File: src/rtl/cmc_pkg.sv
// Function
// - module match sets its flag sticky; flag with enable requests interrupt; software clears.
// - in cpu idle the counter runs if idle_suspend is 0, halts if 1.
// - watchdog_enable_bit set makes module 5 the watchdog; cleared means inactive.
// - once watchdog_lock is set, clearing watchdog_enable_bit is refused until reset.
// - mode bit 4 always reads zero; writes to it are ignored.
// - timebase_select picks sysclk/12, /4, timer0 overflow, external falls, sysclk, ext/8.
// - external clock divided by eight is synchronised to sysclk before counting.
// - overflow interrupt only when overflow_flag and overflow_irq_enable are both set.
// - while watchdog_enable_bit is 1, mode writes are ignored except clearing it (if not locked) and setting watchdog_lock.
// - mode register resets with the watchdog enable bit set.
// - counter advances only while run_enable is 1, else holds.
package cmc_pkg;

    // ===================================================
    // register map
    localparam logic [7:0] CMC_ADDR_CONTROL = 8'hD8;
    localparam logic [7:0] CMC_ADDR_MODE    = 8'hD9;
    localparam logic [7:0] CMC_MODE_RESET   = 8'h40;
    localparam logic [7:0] CMC_CTRL_RESET   = 8'h00;

    // ===================================================
    // mode fields
    localparam int CMC_MODE_IDLE_SUSPEND = 7;
    localparam int CMC_MODE_WDT_ENABLE   = 6;
    localparam int CMC_MODE_WDT_LOCK     = 5;
    localparam int CMC_MODE_UNUSED       = 4;
    localparam int CMC_MODE_TB_LSB       = 1;
    localparam int CMC_MODE_OVF_IRQ_EN   = 0;

    // ===================================================
    // control fields
    localparam int CMC_CTRL_OVF_FLAG = 7;
    localparam int CMC_CTRL_RUN      = 6;
    localparam int CMC_NUM_MODULES   = 6;

    // ===================================================
    // timebase codes and prescaler counts
    localparam logic [2:0] CMC_TB_DIV12   = 3'h0;
    localparam logic [2:0] CMC_TB_DIV4    = 3'h1;
    localparam logic [2:0] CMC_TB_T0_OVF  = 3'h2;
    localparam logic [2:0] CMC_TB_EXT_CNT = 3'h3;
    localparam logic [2:0] CMC_TB_SYSCLK  = 3'h4;
    localparam logic [2:0] CMC_TB_EXT_DIV = 3'h5;
    localparam logic [3:0] CMC_DIV12_LAST = 4'hB;
    localparam logic [1:0] CMC_DIV4_LAST  = 2'h3;
    localparam logic [2:0] CMC_EXT_LAST   = 3'h7;
    localparam logic [15:0] CMC_CNT_RESET = 16'h0000;

    typedef struct packed {
        logic [1:0]  eci_sync;
        logic        eci_sample;
        logic [1:0]  ext_sync;
        logic        ext_prev;
        logic [2:0]  ext_div;
        logic [3:0]  pre12;
        logic [7:0]  mode;
        logic [7:0]  control;
        logic [15:0] count;
        logic [7:0]  rdata;
        logic        ovf_irq;
        logic        match_irq;
        logic        wdt_active;
    } cmc_state_t;

endpackage

File: src/rtl/cmc_counter_mode_control.sv
`timescale 1ns/100ps
`default_nettype none
module cmc_counter_mode_control
    import cmc_pkg::*;
#(
    parameter int CNT_W = 16
) (
    // clock and reset
    input  wire logic                       clock_i,
    input  wire logic                       nrst_i,
    // special function register port
    input  wire logic [7:0]                 sfr_addr_i,
    input  wire logic                       sfr_wr_i,
    input  wire logic                       sfr_rd_i,
    input  wire logic [7:0]                 sfr_wdata_i,
    output logic      [7:0]                 sfr_rdata_o,
    // system events, same clock
    input  wire logic                       cpu_idle_i,
    input  wire logic                       timer0_ovf_i,
    input  wire logic [CMC_NUM_MODULES-1:0] match_event_i,
    input  wire logic [CMC_NUM_MODULES-1:0] match_irq_en_i,
    // pins
    input  wire logic                       external_count_input_i,
    input  wire logic                       ext_clk_div8_src_i,
    // status
    output logic      [CNT_W-1:0]           count_o,
    output logic                            ovf_irq_o,
    output logic                            match_irq_o,
    output logic                            watchdog_active_o
);

    initial begin
        if (CNT_W != 16) begin
            $error("cmc_counter_mode_control: CNT_W must be 16");
        end
    end

    cmc_state_t st;
    cmc_state_t next_st;

    logic       tick;
    logic       run;
    logic       div4_en;
    logic       ext_fall;
    logic       ext_rise;
    logic       wr_mode;
    logic       wr_ctrl;
    logic [7:0] hw_set;
    logic [7:0] new_mode;

    // ===================================================
    // next state
    always_comb begin
        next_st = st;
        // pins: the first sync stage feeds only the second
        next_st.eci_sync = {st.eci_sync[0], external_count_input_i};
        next_st.ext_sync = {st.ext_sync[0], ext_clk_div8_src_i};

        next_st.pre12 = (st.pre12 == CMC_DIV12_LAST) ? 4'h0 : st.pre12 + 4'h1;
        div4_en = (st.pre12[1:0] == CMC_DIV4_LAST);

        // external count input edges sampled at a quarter of sysclk only
        ext_fall = 1'b0;
        if (div4_en) begin
            next_st.eci_sample = st.eci_sync[1];
            ext_fall = st.eci_sample & ~st.eci_sync[1];
        end

        // divide the synchronised external clock by eight
        next_st.ext_prev = st.ext_sync[1];
        ext_rise = st.ext_sync[1] & ~st.ext_prev;
        if (ext_rise) begin
            next_st.ext_div = st.ext_div + 3'h1;
        end

        case (st.mode[CMC_MODE_TB_LSB +: 3])
            CMC_TB_DIV12:   tick = (st.pre12 == CMC_DIV12_LAST);
            CMC_TB_DIV4:    tick = div4_en;
            CMC_TB_T0_OVF:  tick = timer0_ovf_i;
            CMC_TB_EXT_CNT: tick = ext_fall;
            CMC_TB_SYSCLK:  tick = 1'b1;
            CMC_TB_EXT_DIV: tick = ext_rise && (st.ext_div == CMC_EXT_LAST);
            default:        tick = 1'b0;  // reserved codes stop the count
        endcase

        // idle halts only when suspend is asked for
        run = st.control[CMC_CTRL_RUN]
              && !(cpu_idle_i && st.mode[CMC_MODE_IDLE_SUSPEND]);

        hw_set = 8'h00;
        hw_set[CMC_NUM_MODULES-1:0] = match_event_i;
        if (run && tick) begin
            next_st.count = st.count + 16'h0001;
            if (st.count == 16'hFFFF) begin
                hw_set[CMC_CTRL_OVF_FLAG] = 1'b1;
            end
        end

        wr_ctrl = sfr_wr_i && (sfr_addr_i == CMC_ADDR_CONTROL);
        wr_mode = sfr_wr_i && (sfr_addr_i == CMC_ADDR_MODE);

        // a flag set in the same cycle as a clear survives
        if (wr_ctrl) begin
            next_st.control = sfr_wdata_i | hw_set;
        end else begin
            next_st.control = st.control | hw_set;
        end

        new_mode = st.mode;
        if (wr_mode) begin
            if (st.mode[CMC_MODE_WDT_ENABLE]) begin
                // only watchdog disable or lock may pass
                if (!st.mode[CMC_MODE_WDT_LOCK]) begin
                    new_mode[CMC_MODE_WDT_ENABLE] =
                        sfr_wdata_i[CMC_MODE_WDT_ENABLE];
                end
                new_mode[CMC_MODE_WDT_LOCK] = st.mode[CMC_MODE_WDT_LOCK]
                    | sfr_wdata_i[CMC_MODE_WDT_LOCK];
            end else begin
                new_mode = sfr_wdata_i;
                // lock is sticky until reset
                new_mode[CMC_MODE_WDT_LOCK] = st.mode[CMC_MODE_WDT_LOCK]
                    | sfr_wdata_i[CMC_MODE_WDT_LOCK];
            end
        end
        new_mode[CMC_MODE_UNUSED] = 1'b0;
        next_st.mode = new_mode;

        if (sfr_rd_i) begin
            case (sfr_addr_i)
                CMC_ADDR_CONTROL: next_st.rdata = st.control;
                CMC_ADDR_MODE:    next_st.rdata = st.mode;
                default:          next_st.rdata = 8'h00;
            endcase
        end

        next_st.ovf_irq = next_st.control[CMC_CTRL_OVF_FLAG]
                          && next_st.mode[CMC_MODE_OVF_IRQ_EN];
        next_st.match_irq = |(next_st.control[CMC_NUM_MODULES-1:0]
                              & match_irq_en_i);
        next_st.wdt_active = next_st.mode[CMC_MODE_WDT_ENABLE];
    end

    // ===================================================
    // state register
    always_ff @(posedge clock_i or negedge nrst_i) begin
        if (!nrst_i) begin
            st         <= '0;
            st.mode    <= CMC_MODE_RESET;
            st.control <= CMC_CTRL_RESET;
            st.count   <= CMC_CNT_RESET;
            st.wdt_active <= 1'b1;
        end else begin
            st <= next_st;
        end
    end

    assign sfr_rdata_o       = st.rdata;
    assign count_o           = st.count;
    assign ovf_irq_o         = st.ovf_irq;
    assign match_irq_o       = st.match_irq;
    assign watchdog_active_o = st.wdt_active;

endmodule
`default_nettype wire

File: config.mk
export PLATFORM = sky130hd
export DESIGN_NAME = cmc_counter_mode_control
export DESIGN_NICKNAME = d
export VERILOG_FILES = /design/src/rtl/cmc_pkg.sv /design/src/rtl/cmc_counter_mode_control.sv
export SDC_FILE = /design/constraint.sdc
export NUM_CORES = 1
export LEC_CHECK = 0
export BUFFER_PORTS_ARGS = -buffer_cell sky130_fd_sc_hd__clkbuf_2
export CAP_MARGIN = 20
export CORE_MARGIN = 10
export CORE_UTILIZATION = 57
export CTS_BUF_LIST = sky130_fd_sc_hd__clkbuf_16
export DETAILED_ROUTE_END_ITERATION = 8
export GPL_TIMING_DRIVEN = 0
export PLACE_DENSITY = 0.85
export SYNTH_ARGS = -nofsm -noshare
export SYNTH_HDL_FRONTEND = slang
export SYNTH_SLANG_ARGS = --single-unit
File: constraint.sdc
create_clock -name clock_i -period 3.6 [get_ports clock_i]
set_input_delay 0.72 -clock clock_i [delete_from_list [all_inputs] [get_ports clock_i]]
set_output_delay 0.72 -clock clock_i [all_outputs]
set_load 0.01 [all_outputs]
==> Word-level counts from Yosys, hierarchy flattened <==
Index checks and enable logic that the tools add are counted.
{ "op_classes": {"addsub": 3, "n_eq_ne": 11, "muxes": 11, "n_bitwise": 9, "reduce_logical": 11} }
{ "ops": {"columns": ["cell", "n"], "rows": [
  ["16-bit by 1-bit adder with 16-bit output, second input constant", 1],
  ["16-bit equality test, second input constant", 1],
  ["8-bit equality test, second input constant", 2],
  ["8-bit bitwise OR", 2],
  ["8-bit one-hot mux with 2 select lines", 1],
  ["3-bit equality test, second input constant", 3],
  ["8-bit 2-to-1 mux", 1],
  ["1-bit logical AND", 7],
  ["7-bit 2-to-1 mux", 1],
  ["6-bit bitwise AND", 1],
  ["3-bit by 2-bit equality test with 1-bit output, second input constant", 2],
  ["1-bit one-hot mux with 6 select lines", 1],
  ["6-bit OR reduction", 1],
  ["5-bit 2-to-1 mux", 1],
  ["4-bit by 1-bit adder with 4-bit output, second input constant", 1],
  ["4-bit equality test, second input constant", 1],
  ["1-bit 2-to-1 mux", 4],
  ["4-bit 2-to-1 mux", 1],
  ["3-bit by 1-bit adder with 3-bit output, second input constant", 1],
  ["3-bit by 1-bit equality test with 1-bit output, second input constant", 1],
  ["3-bit zero test", 1],
  ["1-bit inverter", 3],
  ["1-bit bitwise AND", 2],
  ["2-bit equality test, second input constant", 1],
  ["4 further kinds", 4]
]} }
{ "totals": {"reg_bits": 55, "input_bits": 36} }

==> Logic depth before layout (Yosys ltp) <==
{ "depth": {"ltp_word": 10, "mapped_depth": 8, "mapped_depth_nobuf": 7} }

==> Least setup slack after synthesis <==
No wires, ideal clock.
{ "synth_path": {"path_type": "input-to-reg", "from": "input port sfr_addr_i[0]", "to": "register st, in the netlist ovf_irq_o", "setup_time_ns": 0.119, "arrival_time_ns": 1.908, "setup_slack_ns": 1.573, "stages": 7, "path_buffers": 2, "path_cell_list": "buf_4 > nor2b_1 > and3_1 > clkbuf_1 > mux2i_1 > o31ai_2 > and2_1"} }
{ "synth_rtl": {"columns": ["item", "line", "source"], "rows": [
  ["from (decl)", "cmc_counter_mode_control.sv:12", "input wire logic [7:0] sfr_addr_i,"],
  ["to (signal assigned)", "cmc_counter_mode_control.sv:154", "st <= next_st;"],
  ["to (decl)", "cmc_counter_mode_control.sv:38", "cmc_state_t st;"]
]} }

==> summary.txt <==
final setup TNS: 0 ns
Post-CTS Hold Fix Bufs: 0
Power Total: 1250 uW
Worst-Margin Slew: 0.544 ns
GRT Overall Usage: 0.151
share of cells above drive strength 1: 0.356
Placer Congestion: 0.792
Critical Path Slowest Stage Cell: nor2_1
Pwr per Cell Area: 395 mW/mm2
vias in the first global route: 2029
Fillers: 324
startpoint type of the worst setup path: input pin
crit path launch: sfr_addr_i[2]
final setup skew: 0.00799 ns
period utilisation layout: 0.570
Syn Nets: 277
Root Buffer: clkbuf_16
final hold violations: 0
synth top area cells: dfrtp_1 50%, buf_4 7.1%, xnor2_1 5.7%
DRT Pass-1 Iters: 4
Crit path arrival time: 2.23 ns
post-DP HPWL: 4260 um
Post-Synth XOR/XNOR Area: 0.0566
largest family of logic cells by synthesized area: simple AND/OR/NAND/NOR gates
first-pass GRT wire length: 9380 um
WL final: 5600 um
CP Buf/Inv Count: 1
largest net degree at the start of global routing: 35
number of distinct library cells after synthesis: 45
GR Util met1: 0.173
met2 Track Usage GR: 0.265
CTS tree: done
vias: 1957
CP delay by family, top: simple AND/OR/NAND/NOR gates
pre-CTS setup slack: 1.26 ns
post-synthesis cell area: 0.00263 mm2
Antenna Violating Nets Remaining: 0
max frequency: 487 MHz
post-synthesis mux area share: 0.0722
max-cap viol count: 0
nature of the critical path endpoint: register
core area: 0.00441 mm2
RSZ-0062 raised after global routing: no
Max clock buf depth: 2
Area growth, synth to finish: 19.8%
HP Start: next_st[52]
clock period minus worst slack: 2.05 ns
adder-cell area share of the yosys netlist: 0.0190
clk slew on worst S/H paths: 0.06 ns
synth cell count leaders: 53 x dfrtp_1, 25 x buf_4, 19 x nand2_1, 17 x xnor2_1, 14 x inv_1
Syn Area/Cell: 11.1 um2
Critical Path RT: 3.78 ns
ANT cells: 0
die width: 88.0 um
starting density of the core: 0.596
EDFF count, synth: 0
I/O Pins: 63
layer with the highest usage: met2
Reg-to-Reg Start: st[47]
met3 Use GR: 0.0353
die area: 0.00774 mm2
Final setup viols: 0
share of the synthesized area in the top cell type: 0.504
Num CTS Buffers: 5
DR vias/cell: 5.47
wire per inst: 15.6 um
predominant post-synthesis flop cell: dfrtp_1
area of the multi-input gates: 0.00102 mm2
FF+latch count, synth: 54
row count: 24
slowest stage delay, CP: 0.41 ns
post-route setup slack: 1.55 ns
sequential area share after synthesis: 0.514
Simple-Gate Fraction of Synth Area: 0.147
initial antenna violation count: 0
top-count cell post-synth: dfrtp_1
max-slew violations: 0
WS Path Type: in -> reg
area leader, netlist: dfrtp_1
IO buf count: 60
CTS resizes: 0
clock latency at the later pin of the worst-skew pair: 0.29 ns
total grt overflow: 0
Sink Count: 54
outcome: complete, no violations
Setup Buffers After CTS: 0
critical path, cell by cell: clkbuf_2 > and4bb_2 > nand3_1 > nor2_1 > mux2_2 > and2_1
standby leakage power: 0.00159 uW
Peak VDD IR: 0.000352 V
DRC Markers: 0
CTS H-tree lvls: 2
Initial DRC Count: 133
Slew HR: 0.637
HP Class: reg -> reg
YS warnings: 0
post-synthesis compound-gate area fraction: 0.0913
nets@finish: 345
register area: 0.00135 mm2
Die Span Y: 88.0 um
ys async rst share: 1.00
cell count after synthesis: 237
crit path max fanout: 6
==> power breakdown <==
part	internal, uW	switching (uW)	leakage (uW)
Sequential	639	24.2	0.000683
Combinational	67.0	58.4	0.000839
Clock	251	206	0.0000663
==> cell usage in the layout, fill, tap and decap left out, types with 2 or more instances in the layout <==
master	netlist	routed
a21oi_1	4	4
and2_1	7	7
and3_1	5	5
and4_1	2	2
buf_4	25	25
clkbuf_1	2	2
clkbuf_16	0	5
clkbuf_2	0	60
clkinv_1	0	3
dfrtp_1	53	53
ha_1	4	4
inv_1	14	14
mux2_2	8	8
mux2i_1	10	10
nand2_1	19	19
nand3_1	8	8
nand3b_1	3	3
nand4_1	6	6
nor2_1	9	9
nor2b_1	2	2
o21ai_0	5	5
o22ai_1	7	7
or3_1	3	3
xnor2_1	17	17
==> stage by stage <==
stage	std cells	util	area (um2)	hold slack, ns
after floorplan	237	-	2630	0.331
after global placement	349	0.679	3000	0.333
after detailed placement	350	0.684	3020	0.340
after CTS	358	0.715	3150	0.355
after global routing	358	0.715	3150	0.357
final	358	0.715	3150	0.351
==> final timing paths <==
path,slack (ns),cells past startpoint,endpoint
max in group asynchronous,2.57,2,st[41]
worst max-delay path,1.55,6,ovf_irq_o
worst min register to register,0.35,0,next_st[50]
worst min-delay path,0.35,0,next_st[50]
worst max register to register,1.67,8,count_o[3]
min in group asynchronous,0.40,1,count_o[0]
==> cell type report <==
class / instances / area share
buffer: 29 / 0.0670
clock buffer: 5 / 0.0397
clock inverter: 3 / 0.00357
inverter: 14 / 0.0167
multi-input combinational: 140 / 0.322
sequential: 54 / 0.429
tap: 52 / 0.0206
timing repair buffer: 61 / 0.102
==> registers in the layout, indices dropped and copies added, names as in the netlist <==
name and count:
st 25, sfr_rdata_o 8, ovf_irq_o 1, next_st 3, match_irq_o 1, count_o 16
==> per-layer routing <==
layer  up-vias  part of all wire
li1        940                 -
met1       960              0.42
met2        46              0.51
met3        11             0.050
met4         0             0.020
met5         -                 0
==> cell families (layout without fill, tap and decap cells) <==
family                     after synthesis  after routing
and+or+nand+nor                         70             70
DFF                                     54             54
buffers and inverters                   43            112
AOI/OAI and AO/OA                       31             31
muxes                                   18             18
xor gates and xnor gates                17             17
adders and majority gates                4              4
(Power assumes the default switching activity.)
